--- src/logic/switchover_pkg.sv ---
// Purpose: constants for the battery switchover and watchdog block
// Assumes: 25 MHz clock on aclk
// Notes: register offsets are byte addresses on the AXI4-Lite slave
package switchover_pkg;
    localparam int unsigned clk_hz = 25000000;
    localparam int unsigned timeout_ms = 800;
    localparam int unsigned timeout_cycles = (clk_hz / 1000) * timeout_ms;
    localparam int unsigned self_kick_num = 7;
    localparam int unsigned self_kick_den = 8;
    localparam int unsigned self_kick_cycles = (timeout_cycles / self_kick_den) * self_kick_num;
    localparam int unsigned wdt_width = 25;
    localparam logic [3:0] addr_ctrl = 4'h0;
    localparam logic [3:0] addr_status = 4'h4;
    localparam logic [3:0] addr_irq = 4'h8;
    localparam logic [3:0] addr_mask = 4'hC;
    localparam logic [1:0] ctrl_reset_val = 2'h0;
    localparam logic [2:0] mask_reset_val = 3'h0;
    localparam int unsigned irq_timeout_bit = 0;
    localparam int unsigned irq_to_batt_bit = 1;
    localparam int unsigned irq_to_main_bit = 2;
    localparam logic [1:0] resp_okay = 2'h0;
    localparam logic [1:0] resp_slverr = 2'h2;
    typedef enum logic [1:0] {
        src_main = 2'b01,
        src_batt = 2'b10
    } source_type;
endpackage : switchover_pkg

--- src/logic/battery_switchover_watchdog.sv ---
// Purpose: supply source selection and watchdog with AXI4-Lite registers
// Assumes: comparator flags are synchronous to aclk
// Notes: analog switching is outside; this logic only decides
//
// Implementation choices: the AXI4-Lite slave port and the address map.
`timescale 1ns/1ns
`default_nettype none
module battery_switchover_watchdog #(
    parameter int unsigned timeout_cycles = switchover_pkg::timeout_cycles,
    parameter int unsigned self_kick_cycles = switchover_pkg::self_kick_cycles
) (
    // Clock and reset
    input wire logic aclk,
    input wire logic aresetn,
    // Comparator flags
    input wire logic main_above_battery,
    input wire logic main_above_switch_threshold,
    input wire logic output_below_switch_threshold_falling,
    input wire logic main_above_switch_threshold_rising,
    // Manual select and kick
    input wire logic manual_backup_select,
    input wire logic kick,
    input wire logic kick_floating,
    // Outputs
    output logic battery_on_indicator,
    output logic supervisor_reset_n,
    output logic watchdog_kick_drive,
    output logic irq,
    // AXI4-Lite write address
    input wire logic [3:0] s_axi_awaddr,
    input wire logic s_axi_awvalid,
    output logic s_axi_awready,
    // AXI4-Lite write data
    input wire logic [31:0] s_axi_wdata,
    input wire logic [3:0] s_axi_wstrb,
    input wire logic s_axi_wvalid,
    output logic s_axi_wready,
    // AXI4-Lite write response
    output logic [1:0] s_axi_bresp,
    output logic s_axi_bvalid,
    input wire logic s_axi_bready,
    // AXI4-Lite read address
    input wire logic [3:0] s_axi_araddr,
    input wire logic s_axi_arvalid,
    output logic s_axi_arready,
    // AXI4-Lite read data
    output logic [31:0] s_axi_rdata,
    output logic [1:0] s_axi_rresp,
    output logic s_axi_rvalid,
    input wire logic s_axi_rready
);
    import switchover_pkg::*;

    source_type source_reg;
    source_type source_next;
    logic [1:0] ctrl_reg;
    logic [2:0] mask_reg;
    logic [2:0] irq_reg;
    logic [2:0] irq_events;
    logic [3:0] awaddr_reg;
    logic aw_held_reg;
    logic [31:0] wdata_reg;
    logic [3:0] wstrb_reg;
    logic w_held_reg;
    logic timeout_pulse;
    logic internal_kick;
    logic wd_reset_reg;
    logic on_batt;
    logic go_batt;
    logic go_main;
    logic force_batt;
    logic wd_enable;
    logic do_write;
    logic do_read;
    logic irq_read;
    logic [3:0] wr_addr;
    logic [31:0] wr_data;
    logic [31:0] rd_value;
    logic rd_mapped;
    logic wr_mapped;

    // Watchdog core; a software disable bit parks it as if the kick were floating
    kick_watchdog #(
        .timeout_cycles(timeout_cycles),
        .self_kick_cycles(self_kick_cycles)
    ) u_wdt (
        .aclk(aclk),
        .aresetn(aresetn),
        .kick(kick),
        .kick_floating(kick_floating || !wd_enable),
        .timeout_pulse(timeout_pulse),
        .internal_kick(internal_kick)
    );

    // ctrl bit 0: software manual backup request, bit 1: watchdog disable
    assign wd_enable = !ctrl_reg[1];
    assign on_batt = (source_reg == src_batt);
    assign force_batt = manual_backup_select || ctrl_reg[0];
    // Comparator pair must both say main is weak; output droop is the trigger
    assign go_batt = !main_above_battery && !main_above_switch_threshold
        && output_below_switch_threshold_falling;
    // Return waits for main to cross battery or rise past the rising threshold
    assign go_main = main_above_battery || main_above_switch_threshold_rising;
    always_comb begin
        source_next = source_reg;
        unique case (source_reg)
            src_main: begin
                if (go_batt || (force_batt && !main_above_battery && !main_above_switch_threshold)) begin
                    source_next = src_batt;
                end else if (force_batt) begin
                    source_next = src_batt;
                end
            end
            src_batt: begin
                // Manual select holds battery here; otherwise the supply comparators decide
                if (go_main && !force_batt) begin
                    source_next = src_main;
                end
            end
            default: source_next = src_main;
        endcase
    end

    always_ff @(posedge aclk) begin
        if (!aresetn) begin
            source_reg <= src_main;
        end else begin
            source_reg <= source_next;
        end
    end

    assign battery_on_indicator = on_batt;
    assign watchdog_kick_drive = internal_kick;

    // One-cycle reset pulse per timeout; watchdog already restarted by then
    always_ff @(posedge aclk) begin
        if (!aresetn) begin
            wd_reset_reg <= 1'b0;
        end else begin
            wd_reset_reg <= timeout_pulse;
        end
    end
    assign supervisor_reset_n = !wd_reset_reg;

    // AXI4-Lite slave: address and data may arrive in either order
    assign s_axi_awready = !aw_held_reg && !s_axi_bvalid;
    assign s_axi_wready = !w_held_reg && !s_axi_bvalid;
    assign wr_addr = aw_held_reg ? awaddr_reg : s_axi_awaddr;
    assign wr_data = w_held_reg ? wdata_reg : s_axi_wdata;
    assign do_write = (aw_held_reg || (s_axi_awvalid && s_axi_awready))
        && (w_held_reg || (s_axi_wvalid && s_axi_wready));
    assign wr_mapped = (wr_addr == addr_ctrl) || (wr_addr == addr_mask);
    assign s_axi_arready = !s_axi_rvalid;
    assign do_read = s_axi_arvalid && s_axi_arready;
    assign rd_mapped = (s_axi_araddr == addr_ctrl) || (s_axi_araddr == addr_status)
        || (s_axi_araddr == addr_irq) || (s_axi_araddr == addr_mask);
    // Status word: bit 0 on battery, bit 1 manual force, bit 2 reset output
    assign rd_value = (s_axi_araddr == addr_ctrl) ? {30'h0, ctrl_reg}
        : (s_axi_araddr == addr_status) ? {29'h0, supervisor_reset_n, force_batt, on_batt}
        : (s_axi_araddr == addr_irq) ? {29'h0, irq_reg}
        : (s_axi_araddr == addr_mask) ? {29'h0, mask_reg} : 32'h0;
    assign irq_read = do_read && (s_axi_araddr == addr_irq);

    always_ff @(posedge aclk) begin
        if (!aresetn) begin
            aw_held_reg <= 1'b0;
            w_held_reg <= 1'b0;
            awaddr_reg <= 4'h0;
            wdata_reg <= 32'h0;
            wstrb_reg <= 4'h0;
            s_axi_bvalid <= 1'b0;
            s_axi_bresp <= resp_okay;
        end else begin
            if (s_axi_awvalid && s_axi_awready && !do_write) begin
                aw_held_reg <= 1'b1;
                awaddr_reg <= s_axi_awaddr;
            end
            if (s_axi_wvalid && s_axi_wready && !do_write) begin
                w_held_reg <= 1'b1;
                wdata_reg <= s_axi_wdata;
                wstrb_reg <= s_axi_wstrb;
            end
            if (do_write) begin
                aw_held_reg <= 1'b0;
                w_held_reg <= 1'b0;
                s_axi_bvalid <= 1'b1;
                s_axi_bresp <= wr_mapped ? resp_okay : resp_slverr;
            end else if (s_axi_bready) begin
                s_axi_bvalid <= 1'b0;
            end
        end
    end

    // Only the low byte holds live bits, so lane 0 alone gates a write
    logic wr_lane0;
    assign wr_lane0 = w_held_reg ? wstrb_reg[0] : s_axi_wstrb[0];
    always_ff @(posedge aclk) begin
        if (!aresetn) begin
            ctrl_reg <= ctrl_reset_val;
            mask_reg <= mask_reset_val;
        end else if (do_write && wr_lane0) begin
            if (wr_addr == addr_ctrl) ctrl_reg <= wr_data[1:0];
            if (wr_addr == addr_mask) mask_reg <= wr_data[2:0];
        end
    end

    always_ff @(posedge aclk) begin
        if (!aresetn) begin
            s_axi_rvalid <= 1'b0;
            s_axi_rdata <= 32'h0;
            s_axi_rresp <= resp_okay;
        end else if (do_read) begin
            s_axi_rvalid <= 1'b1;
            s_axi_rdata <= rd_value;
            s_axi_rresp <= rd_mapped ? resp_okay : resp_slverr;
        end else if (s_axi_rready) begin
            s_axi_rvalid <= 1'b0;
        end
    end

    // Sticky events; a new event in the clearing read's cycle survives
    assign irq_events[irq_timeout_bit] = timeout_pulse;
    assign irq_events[irq_to_batt_bit] = (source_reg == src_main) && (source_next == src_batt);
    assign irq_events[irq_to_main_bit] = (source_reg == src_batt) && (source_next == src_main);
    always_ff @(posedge aclk) begin
        if (!aresetn) begin
            irq_reg <= 3'h0;
        end else begin
            irq_reg <= (irq_read ? 3'h0 : irq_reg) | irq_events;
        end
    end
    // Level output; a masked event stays recorded and shows once unmasked
    assign irq = |(irq_reg & mask_reg);

    // Source selection
    a_main_wins: assert property (@(posedge aclk) disable iff (!aresetn)
        (main_above_battery && !force_batt && on_batt) |=> !on_batt)
        else $error("battery kept while main above battery");
    a_auto_switch: assert property (@(posedge aclk) disable iff (!aresetn)
        (!on_batt && go_batt) |=> on_batt)
        else $error("no switch to battery on main failure");
    a_defer_return: assert property (@(posedge aclk) disable iff (!aresetn)
        (on_batt && !go_main) |=> on_batt)
        else $error("left battery before main recovered");
    a_flags_gate: assert property (@(posedge aclk) disable iff (!aresetn)
        (!on_batt && (main_above_battery || main_above_switch_threshold) && !force_batt) |=> !on_batt)
        else $error("battery chosen while a flag is true");
    a_manual_force: assert property (@(posedge aclk) disable iff (!aresetn)
        (!on_batt && manual_backup_select) |=> on_batt)
        else $error("manual select did not force battery");
    a_batt_sticky: assert property (@(posedge aclk) disable iff (!aresetn)
        (on_batt && manual_backup_select) |=> on_batt)
        else $error("manual select released battery mode");
    a_indicator_match: assert property (@(posedge aclk) disable iff (!aresetn)
        battery_on_indicator == (source_reg == src_batt))
        else $error("indicator disagrees with source");
    a_batt_event: assert property (@(posedge aclk) disable iff (!aresetn)
        (!on_batt && go_batt) |=> irq_reg[irq_to_batt_bit])
        else $error("switch to battery not recorded");

    // Watchdog reset pulse
    a_timeout_reset: assert property (@(posedge aclk) disable iff (!aresetn)
        timeout_pulse |=> !supervisor_reset_n ##1 supervisor_reset_n)
        else $error("timeout did not pulse reset");
    a_reset_single: assert property (@(posedge aclk) disable iff (!aresetn)
        !supervisor_reset_n |=> supervisor_reset_n)
        else $error("reset pulse longer than one cycle");
    a_timeout_event: assert property (@(posedge aclk) disable iff (!aresetn)
        timeout_pulse |=> irq_reg[irq_timeout_bit])
        else $error("timeout not recorded");
    a_self_kick: assert property (@(posedge aclk) disable iff (!aresetn)
        internal_kick |=> !internal_kick)
        else $error("internal kick not a short pulse");

    // Register bus; a missing answer would leave the master waiting forever
    a_write_answer: assert property (@(posedge aclk) disable iff (!aresetn)
        do_write |=> s_axi_bvalid)
        else $error("write not answered");
    a_read_answer: assert property (@(posedge aclk) disable iff (!aresetn)
        do_read |=> s_axi_rvalid)
        else $error("read not answered");
    a_unmapped_read: assert property (@(posedge aclk) disable iff (!aresetn)
        (do_read && !rd_mapped) |=> (s_axi_rresp == resp_slverr) && (s_axi_rdata == 32'h0))
        else $error("unmapped read not refused");
    a_ctrl_write: assert property (@(posedge aclk) disable iff (!aresetn)
        (do_write && wr_lane0 && (wr_addr == addr_ctrl)) |=> (ctrl_reg == $past(wr_data[1:0])))
        else $error("control write lost");
    a_event_sticky: assert property (@(posedge aclk) disable iff (!aresetn)
        !irq_read |=> ((irq_reg & $past(irq_reg)) == $past(irq_reg)))
        else $error("event bit dropped without a read");

    c_to_batt: cover property (@(posedge aclk) disable iff (!aresetn) irq_events[irq_to_batt_bit]);
    c_to_main: cover property (@(posedge aclk) disable iff (!aresetn) irq_events[irq_to_main_bit]);
    c_timeout: cover property (@(posedge aclk) disable iff (!aresetn) timeout_pulse);
    c_irq: cover property (@(posedge aclk) disable iff (!aresetn) irq);
    c_manual_hold: cover property (@(posedge aclk) disable iff (!aresetn) on_batt && manual_backup_select);
endmodule : battery_switchover_watchdog
`default_nettype wire

--- src/logic/kick_watchdog.sv ---
// Purpose: watchdog counter retriggered by edges on the kick input
// Assumes: kick input synchronous to aclk
// Notes: the floating case is modelled by the kick_floating input
`timescale 1ns/1ns
`default_nettype none
module kick_watchdog #(
    parameter int unsigned timeout_cycles = switchover_pkg::timeout_cycles,
    parameter int unsigned self_kick_cycles = switchover_pkg::self_kick_cycles
) (
    // Clock and reset
    input wire logic aclk,
    input wire logic aresetn,
    // Kick input
    input wire logic kick,
    input wire logic kick_floating,
    // Result
    output logic timeout_pulse,
    output logic internal_kick
);
    import switchover_pkg::*;
    logic [wdt_width-1:0] count_reg;
    logic [wdt_width-1:0] count_next;
    logic kick_prev_reg;
    logic edge_seen;
    logic expired;
    logic self_pulse;
    logic restart;
    // Floating input: internal drive is low, then a short high pulse at 7/8 restarts the timer
    // A count already past 7/8 when the kick floats pulses at once, so a late float never times out
    assign self_pulse = kick_floating && (count_reg >= wdt_width'(self_kick_cycles));
    assign internal_kick = self_pulse;
    assign edge_seen = !kick_floating && (kick != kick_prev_reg);
    assign expired = !kick_floating && (count_reg == wdt_width'(timeout_cycles - 1));
    assign restart = edge_seen || self_pulse || expired;
    assign count_next = restart ? '0 : count_reg + wdt_width'(1);
    always_ff @(posedge aclk) begin
        if (!aresetn) begin
            count_reg <= '0;
            kick_prev_reg <= 1'b0;
            timeout_pulse <= 1'b0;
        end else begin
            count_reg <= count_next;
            kick_prev_reg <= kick;
            timeout_pulse <= expired && !edge_seen;
        end
    end
    a_wdt_reset_clear: assert property (@(posedge aclk) !aresetn |=> count_reg == '0)
        else $error("watchdog not cleared in reset");
    a_edge_restart: assert property (@(posedge aclk) disable iff (!aresetn) edge_seen |=> count_reg == '0)
        else $error("kick edge did not restart watchdog");
    a_float_no_timeout: assert property (@(posedge aclk) disable iff (!aresetn)
        kick_floating [*2] |-> !timeout_pulse && (count_reg <= wdt_width'(self_kick_cycles)))
        else $error("floating kick reached timeout");
endmodule : kick_watchdog
`default_nettype wire

--- config.mk ---
export PLATFORM = sky130hd
export DESIGN_NAME = battery_switchover_watchdog
export DESIGN_NICKNAME = d
export VERILOG_FILES = /design/src/logic/switchover_pkg.sv /design/src/logic/battery_switchover_watchdog.sv /design/src/logic/kick_watchdog.sv
export SDC_FILE = /design/constraint.sdc
export NUM_CORES = 1
export LEC_CHECK = 0
export ABC_AREA = 1
export BUFFER_PORTS_ARGS = -buffer_cell sky130_fd_sc_hd__buf_2
export CELL_PAD_IN_SITES_DETAIL_PLACEMENT = 1
export CELL_PAD_IN_SITES_GLOBAL_PLACEMENT = 2
export CORE_UTILIZATION = 24
export CTS_CLUSTER_DIAMETER = 40
export DETAILED_ROUTE_END_ITERATION = 10
export GPL_TIMING_DRIVEN = 0
export MAX_ROUTING_LAYER = met4
export PLACE_DENSITY = 0.77
export SLEW_MARGIN = 20
export SYNTH_ARGS = -nofsm -noshare
export SYNTH_HDL_FRONTEND = slang
export SYNTH_SLANG_ARGS = --single-unit
--- constraint.sdc ---
create_clock -name aclk -period 1.6 [get_ports aclk]
set_input_delay 0.4 -clock aclk [delete_from_list [all_inputs] [get_ports aclk]]
set_output_delay 0.4 -clock aclk [all_outputs]
set_load 0.05 [all_outputs]
==> impl_results.md, run 1 <==
- TritonRoute pass-1 iters: 4
- Clock Tree Buf Depth: 2
- Final setup vio count: 25
- Cell repeated most along the worst path: nand3_2
- Pre-CTS setup slack: -0.332 ns
- Kind of critical path: register to output port
- GRT overflow: 0
- Seq cells post-synth: between 50 and 60
- GRT Util Overall: approximately 14%
- Comb pwr share: between 20 and 30%
- Cells after DPL: 757
- Max Cap Viol: 0
- Family with the most delay on the worst path: simple AND/OR/NAND/NOR gates
- Buffers on Ports: 39
- Initial antenna violation count: 0
- Crit path launch: u_wdt.count_reg[16]$_SDFF_PP0_
- Starting utilization of the core area: 24.8%
- Crit path to: watchdog_kick_drive
- CTS tree: done
- EDFF count, synth: 0
- Top_reg_cell synth: dfxtp_1
- Max Clk Rate: ~540 MHz
- CP Capture Type: output port
- Hold slack: 0.276 ns
- WP buf/inv: 3
- Critical Path RT: 1.20 ns
- Final net count: 663
- HPWL after DPL: 7.12 mm
- WP depth: 9
- Status: finished with violations
- Final Wtd Congestion: between 0.8 and 0.9
- # diodes: 0
- Yosys top cell area share: approximately a third
- First-pass GRT wire length: 15.1 mm
- Worst r2r dst: u_wdt.count_reg[7]$_SDFF_PP0_
- Internal power: 2.41 mW
- Final worst slack: -0.257 ns
- Final Skew: 0.00372 ns
- P_sw: 1.36 mW
- Max VDD drop: 0.374 mV
- Area leader, netlist: dfxtp_1
- CTS sink cnt: 55
- Synth unique cells: 29
- Drc violations: 0
- Layout Cells excl Fill: about 780
- Reg2reg setup slack: -0.06 ns
- Vias after detailed routing: 3240
- Avg Vias per Cell: 4.16
- Arrival time at the worst endpoint: 1.46 ns
- Core area: 13300 um^2
- Synth warn: 0
- Slowest cell delay on critical path: 0.40 ns
- Most common cell after layout, fill and taps aside: nand2_1
- Vias in the first global route: 3261
- Sw Ratio: 36.1%
- Layout cells sized above 1: 29.6%
- Final min period: 1.86 ns
- CTS buffer count: 5
- Final Cycle Share: 116%
- Top cells by area, synth: dfxtp_1 33%, nand2_1 15%, nor2_1 10%
- Iteration-0 DRC count of the detailed router: just under 60
- Slowest-stage cell, CP: dfxtp_4
- Leak: 1.94 nW
- Commonest non-fill, non-tap cells in the layout: 121 x nand2_1, 72 x nor2_1, 65 x inv_1
- Die height: 119 um
- Register-to-Register Path Depth: 11
- Root Driver: clkbuf_16
- Routed WL: roughly 9.1 mm
- Die footprint: 14300 um^2
- CP Max Fanout: 4
- Average wire per standard cell: around 12 um
- Die outline width: ~120 um
- CP Launch Type: register
- Synthesized area: 3310 um^2
- Pwr dens: 870 nW/um^2
- Asr flop ratio synth: 0%
- Register area share after synthesis: 33.3%
- Worst Hold Depth: 2
- H-tree levels: 2
- P&R area growth vs syn: 31.3%
- Row count: 42
- Sequential power share: 41.6%
- Clk_lat worst skew: 0.30 ns
- Avg Cell Area, Syn: 6.46 um^2
- Failing checks: setup timing
- Antenna Violating Nets Remaining: 0
- Clock slew at reported path FFs: 0.08 ns
- RR Startpoint: u_wdt.count_reg[1]$_SDFF_PP0_
- Post-Syn Instances: 512
- Class of the worst hold path: input port to register
- Crit path cell chain: inv_4, nor2_4, nand2_2, nor2_2, nand3_2, nand3_2, nand2_4, inv_2, buf_8
- FILL cells: 1732
- IO Pins: around 100
- Power share of the clock group: 30.3%
- RSZ-0062 raised after global routing: true
- Final Max Slew Viols: 0
- Largest register FFs: 25
- Largest net degree at the start of global routing: 18
- Final hold vios: 0
==> how the worst min path moves through the flow <==
stage	startpoint	endpoint
3_3_place_gp	u_wdt.timeout_pulse$_SDFF_PN0_	wd_reset_reg$_SDFF_PN0_
2_1_floorplan	u_wdt.timeout_pulse$_SDFF_PN0_	wd_reset_reg$_SDFF_PN0_
5_1_grt	s_axi_bready	s_axi_bvalid$_SDFFE_PN0P_
6_report	s_axi_bready	s_axi_bvalid$_SDFFE_PN0P_
3_5_place_dp	u_wdt.timeout_pulse$_SDFF_PN0_	wd_reset_reg$_SDFF_PN0_
4_1_cts	s_axi_bready	s_axi_bvalid$_SDFFE_PN0P_
==> synthesized netlist by cell type, drive strengths merged, types with 3 or more instances <==
library cell	number
buf	34
inv	71
nor3	3
dfxtp	55
nand3	38
nand2	132
nand4	3
xnor2	5
nor2	113
o21ai	18
xor2	11
nand3b	3
a21oi	9
ha	4
==> routing by layer <==
layer	GRT usage, %	routed length (um)	vias to the layer above
met5	-	0	-
met4	3.59	134	0
met3	2.54	319	15
met2	23.9	4520	47
met1	16.0	4150	1495
li1	-	-	1683
==> timing repair <==
action / 4_1_cts / 5_1_grt
endpoints found under the setup margin: 27 / 35
pin swaps: 7 / 15
gates cloned: 1 / 0
hold buffers: 0 / 0
gates resized for setup: 33 / 43
setup buffers: 10 / 3
==> metrics by stage <==
stage	setup TNS, ns	utilization, %	power (mW)	area, um^2
final	-0.783	32.5	3.78	4340
after global routing	-4.01	32.5	4.00	4340
after CTS	-2.46	31.4	3.80	4200
after detailed placement	-7.49	28.9	2.60	3860
after global placement	-6.21	28.9	2.57	3860
after floorplan	0	-	2.38	3440
==> kinds of logic (layout without fill, tap and decap cells) <==
family | after synthesis | in the layout | share of synthesized area, %
adder cells (fa/ha/maj) | 4 | 4 | 1.51
multiplexers | 2 | 2 | 0.605
flip-flops | 55 | 55 | 33.3
AND/OR/NAND/NOR | 295 | 295 | 38.4
buffers and inverters | 108 | 168 | 16.8
AO/OA/AOI/OAI | 31 | 31 | 4.99
other | 1 | 31 | 0.113
XOR/XNOR | 16 | 16 | 4.24
==> final cells by class <==
class,instances,area [um^2],area share [%]
Buffer,35,280,6.45
Clock inverter,2,16.3,0.375
Multi-Input combinational cell,379,1920,44.2
Sequential cell,55,1140,26.2
Timing Repair Buffer,53,354,8.15
Inverter,72,283,6.51
Tap cell,176,220,5.07
Clock buffer,6,129,2.97
==> power by group through the flow <==
stage / logic (mW) / registers [mW] / clock network (mW)
3_3_place_gp: 0.979 / 1.59 / 0
2_1_floorplan: 0.747 / 1.64 / 0
3_5_place_dp: 0.999 / 1.60 / 0
4_1_cts: 1.05 / 1.56 / 1.19
6_report: 1.06 / 1.57 / 1.14
5_1_grt: 1.17 / 1.59 / 1.24
(Power assumes the default switching activity.)
==> inputs of run 2 (changes only) <==
- BUFFER_PORTS_ARGS: -buffer_cell sky130_fd_sc_hd__buf_2 -> not set
- CORE_UTILIZATION: 24 -> 29
- DONT_BUFFER_PORTS: not set -> 1
- PLACE_DENSITY: 0.77 -> 0.75
==> impl_results.md, run 2 (same netlist as run 1, synthesis figures left out) <==
- Status: finished with violations
- Failing checks: setup timing
- Cells after DPL: 682
- Final instance area: about 4300 um^2
- Worst r2r dst: u_wdt.count_reg[0]$_SDFF_PP0_
- Layout Cells excl Fill: around 710
- IO Pins: 103
- Die outline width: about 110 um
- CTS tree: done
- Final Skew: 0.00875 ns
- Pwr dens: 889 nW/um^2
- # diodes: 0
- Register-to-Register Path Depth: 13
- Avg Vias per Cell: 4.39
- Final net count: 633
- Final Util: 38.9%
- P&R area growth vs syn: 29.1%
- Hold path start: s_axi_bready
- Max Clk Rate: 545 MHz
- Initial antenna violation count: 0
- CP Capture Type: output port
- Final worst slack: -0.236 ns
- Reg2reg setup slack: -0.04 ns
- Vias in the first global route: 3174
- Antenna Violating Nets Remaining: 0
- Most common cell after layout, fill and taps aside: nand2_1
- GRT Util Overall: 16.8%
- Routed WL: 9.05 mm
- Die height: 109 um
- Total Power: between 3 and 4 mW
- Slew @ Worst Pin: 0.601 ns
- Class of the worst hold path: input port to register
- Commonest non-fill, non-tap cells in the layout: 117 x nand2_1, 73 x nor2_1, 61 x inv_1
- Leak: between 1.5 and 2 nW
- Largest register FFs: 25
- First-pass GRT wire length: 14.8 mm
- Row count: 38
- CTS buffer count: 5
- Buffers on Ports: 0
- Vias after detailed routing: 3127
- Final Max Slew Viols: 0
- Critical Path RT: between 1 and 1.5 ns
- TritonRoute pass-1 iters: 4
- CTS sink cnt: 55
- Largest net degree at the start of global routing: 18
- H-tree levels: 2
- CP Max Fanout: 5
- Final Wtd Congestion: 0.844
- Root Driver: clkbuf_16
- Placed cell area: 3620 um^2
- Iteration-0 DRC count of the detailed router: 72
- RSZ-0062 raised after global routing: true
- HPWL after DPL: 6.89 mm
- CP Launch Type: register
- Kind of critical path: register to output port
- Drc violations: 0
- Clock Tree Buf Depth: 2
- FILL cells: around 1.4k
- Average wire per standard cell: 12.7 um
- Worst Hold End: s_axi_bvalid$_SDFFE_PN0P_
- Relative slew slack: 59.5%
- Core area: 11000 um^2
- Layout cells sized above 1: 28.1%
- Clock slew at reported path FFs: 0.08 ns
- Starting utilization of the core area: 30.1%
- Max VDD drop: 0.449 mV
- Setup total negative slack: -0.664 ns
- Final hold vios: 0
- Die footprint: 11800 um^2
- Final setup vio count: 15
- Worst Hold Depth: 1
- Arrival time at the worst endpoint: 1.44 ns
- Clk_lat worst skew: approximately 0.30 ns
- RR Startpoint: u_wdt.count_reg[17]$_SDFF_PP0_
- GRT overflow: 0
- Max Cap Viol: 0
- Final Cycle Share: 115%
- Final min period: 1.84 ns
-- run 2: final cells by class --
type | instances | area [um^2] | share of cell area (%)
sequential | 55 | 1140 | 26.8
clock buffer | 6 | 129 | 3.02
timing repair buffer | 23 | 238 | 5.57
multi-input combinational | 379 | 2000 | 46.7
inverter | 72 | 293 | 6.86
tap | 140 | 175 | 4.10
buffer | 35 | 280 | 6.57
clock inverter | 2 | 16.3 | 0.381
-- run 2: report_power, final --
| part | switching (mW) | internal [mW] | total, mW | leakage (nW) |
|---|---|---|---|---|
| combinational | 0.694 | 0.351 | 1.05 | 1.29 |
| sequential | 0.155 | 1.48 | 1.63 | 0.458 |
| clock | 0.530 | 0.589 | 1.12 | 0.0675 |
| total | 1.38 | 2.42 | 3.80 | 1.82 |
-- run 2: stage by stage --
step / setup slack (ns) / hold slack (ns)
after floorplan: 0.00210 / 0.405
after global placement: -0.297 / 0.415
after detailed placement: -0.318 / 0.430
after CTS: -0.293 / 0.180
after global routing: -0.335 / 0.177
final: -0.236 / 0.184
-- run 2: worst max path at each step --
stage	startpoint	to	slack, ns	cells past startpoint
final	u_wdt.count_reg[13]$_SDFF_PP0_	watchdog_kick_drive	-0.24	6
after global routing	u_wdt.count_reg[11]$_SDFF_PP0_	watchdog_kick_drive	-0.33	6
after CTS	u_wdt.count_reg[21]$_SDFF_PP0_	watchdog_kick_drive	-0.29	7
after detailed placement	u_wdt.count_reg[0]$_SDFF_PP0_	u_wdt.count_reg[0]$_SDFF_PP0_	-0.32	11
after global placement	u_wdt.count_reg[0]$_SDFF_PP0_	u_wdt.count_reg[0]$_SDFF_PP0_	-0.30	11
after floorplan	u_wdt.count_reg[0]$_SDFF_PP0_	u_wdt.count_reg[0]$_SDFF_PP0_	0.002	11
-- run 2: metal layers --
metal / GRT usage (%) / routed length (um) / vias up
li1: - / - / 1620
met1: 18.5 / 3920 / 1463
met2: 31.2 / 4760 / 37
met3: 2.99 / 289 / 7
met4: 4.05 / 78 / 0
met5: - / 0 / -
-- run 2: timing repair --
item                                    in CTS  in global routing
setup buffers                               15                  6
gates resized for setup                     47                 54
pin swaps                                   16                 15
cloned                                       1                  1
endpoints found under the setup margin      40                 38
hold buffers                                 0                  0
-- run 2: critical path, stage by stage (launching register included) --
cell,delay (ns)
dfxtp_1,0.36
inv_1,0.10
nand4_1,0.14
nand3_1,0.13
nand3_2,0.10
nand2_4,0.08
clkinvlp_4,0.23
==> inputs of run 3 (changes only) <==
- CORE_UTILIZATION: 29 -> 30
- PLACE_DENSITY: 0.75 -> 0.76
==> impl_results.md, run 3 (same netlist as run 1, synthesis figures left out) <==
- Row count: 37
- Clock slew at reported path FFs: about 0.11 ns
- Core area: 10500 um^2
- CP Launch Type: register
- Worst r2r dst: mask_reg[1]$_SDFFE_PN0P_
- Routed WL: 9.03 mm
- Vias after detailed routing: roughly 3k
- Final instance area: 4130 um^2
- Multi-input logic area: between 1500 and 2000 um^2
- Die outline width: ~110 um
- Average wire per standard cell: 12.9 um
- RR Startpoint: s_axi_bvalid$_SDFFE_PN0P_
- TritonRoute pass-1 iters: 4
- Drc violations: 0
- Final min period: 1.92 ns
- Critical Path RT: 1.20 ns
- Worst Hold End: s_axi_bvalid$_SDFFE_PN0P_
- Antenna Violating Nets Remaining: 0
- # diodes: 0
- Crit path cell chain: inv_4, nor2_2, nand2_1, nor2_2, nand3_1, nand3_2, nand2_2, clkinvlp_4
- CTS tree: done
- Family with the most delay on the worst path: simple AND/OR/NAND/NOR gates
- Clock Tree Buf Depth: 2
- Register area: ~1100 um^2
- Cell repeated most along the worst path: nor2_2
- H-tree levels: 2
- Reg2reg setup slack: 0.02 ns
- Root Driver: clkbuf_8
- Hold-fix buffers, CTS: 0
- CP Capture Type: output port
- Clk_lat worst skew: 0.33 ns
- Largest register FFs: 25
- Max Clk Rate: 520 MHz
- Final Cycle Share: 120%
- Arrival time at the worst endpoint: 1.52 ns
- CTS sink cnt: between 50 and 60
- Vias in the first global route: 3063
- Final Max Slew Viols: 0
- Total Power: around 3.5 mW
- Final hold vios: 0
- Layout Cells excl Fill: 700
- RSZ-0062 raised after global routing: true
- Final setup vio count: 1
- WP buf/inv: 2
- Status: finished with violations
- HPWL after DPL: 6.95 mm
- Slowest-stage cell, CP: dfxtp_4
- Initial antenna violation count: 0
- Final Util: 39.3%
- Buffers on Ports: 0
- Kind of critical path: register to output port
- Hold path start: s_axi_bready
- FILL cells: 1388
- Die footprint: 11400 um^2
- Starting utilization of the core area: 31.5%
- Failing checks: setup timing
- Setup total negative slack: -0.323 ns
- Layout cells sized above 1: 27.1%
- Most common cell after layout, fill and taps aside: nand2_1
- Pwr dens: about 850 nW/um^2
- Slew @ Worst Pin: 0.643 ns
- Iteration-0 DRC count of the detailed router: 64
- Largest net degree at the start of global routing: 18
- P&R area growth vs syn: 24.9%
- CTS buffer count: 5
- Leak: 1.74 nW
- Register-to-Register Path Depth: 10
- Worst Hold Depth: 1
- Relative slew slack: between 50% and 60%
- Class of the worst hold path: input port to register
- First-pass GRT wire length: 14.4 mm
- Cells after DPL: 678
- Final Skew: 0.00736 ns
- GRT Util Overall: around 17%
- Placed cell area: approximately 3600 um^2
- Avg Vias per Cell: 4.38
- Final worst slack: -0.323 ns
- Slowest cell delay on critical path: 0.40 ns
- CP Max Fanout: 4
- Die height: roughly 110 um
- Max VDD drop: around 0.44 mV
- Final net count: 625
- GRT overflow: 0
- Commonest non-fill, non-tap cells in the layout: 117 x nand2_1, 70 x nor2_1, 63 x inv_1
- Final Wtd Congestion: approximately 0.85
- Pre-CTS setup slack: -0.318 ns
- IO Pins: 103
- Max Cap Viol: 0
- Hold slack: roughly 0.15 ns
==> run 3: cell count changes in the layout (fill, tap and decap cells not counted), sizes merged <==
| cell | previous run | this run |
|---|---|---|
| buf | 55 | 46 |
| clkbuf | 9 | 10 |
==> run 3: repair_timing <==
action,CTS,global route
endpoints found under the hold margin,0,0
setup endpoints to repair,42,36
resized for setup,49,50
pin swaps,11,18
gates cloned,0,2
buffers inserted,6,7
==> run 3: how the worst max path moves through the flow <==
stage / start / to / slack [ns] / cells past startpoint
floorplan: u_wdt.count_reg[0]$_SDFF_PP0_ / u_wdt.count_reg[0]$_SDFF_PP0_ / 0.002 / 11
global placement: u_wdt.count_reg[17]$_SDFF_PP0_ / watchdog_kick_drive / -0.29 / 8
global route: u_wdt.count_reg[6]$_SDFF_PP0_ / watchdog_kick_drive / -0.41 / 6
detailed placement: u_wdt.count_reg[17]$_SDFF_PP0_ / watchdog_kick_drive / -0.32 / 8
CTS: u_wdt.count_reg[17]$_SDFF_PP0_ / watchdog_kick_drive / -0.33 / 8
finish: u_wdt.count_reg[19]$_SDFF_PP0_ / watchdog_kick_drive / -0.32 / 8
==> run 3: per-layer routing <==
| metal | vias up | wire [um] | part of all wire, % | GRT usage [%] |
|---|---|---|---|---|
| li1 | 1595 | - | - | - |
| met4 | 0 | 95 | 1.1 | 4.70 |
| met1 | 1418 | 4000 | 44 | 18.7 |
| met2 | 46 | 4630 | 51 | 30.0 |
| met3 | 8 | 306 | 3.4 | 3.10 |
| met5 | - | 0 | 0 | - |
==> run 3: final cells by class <==
cell class	instances	share of cell area, %
Multi-Input combinational cell	379	48.3
Sequential cell	55	27.7
Inverter	72	7.15
Buffer	35	6.79
Tap cell	136	4.12
Timing Repair Buffer	15	3.76
Clock buffer	6	1.76
Clock inverter	2	0.394
==> run 3: worst reg2reg max path, stage by stage (launching register included) <==
cell and delay [ns]:
dfxtp_4 0.44, nor2_4 0.33, nand2_4 0.11, nand2_4 0.12, nand2_4 0.06, inv_4 0.08
nand2_8 0.07, inv_8 0.10, nand3_2 0.08, nand2_2 0.07, nor2_2 0.04
==> run 3: where the power goes <==
part | switching, mW | internal (mW)
registers | 0.164 | 1.47
clock network | 0.511 | 0.316
logic | 0.700 | 0.355
total | 1.38 | 2.15
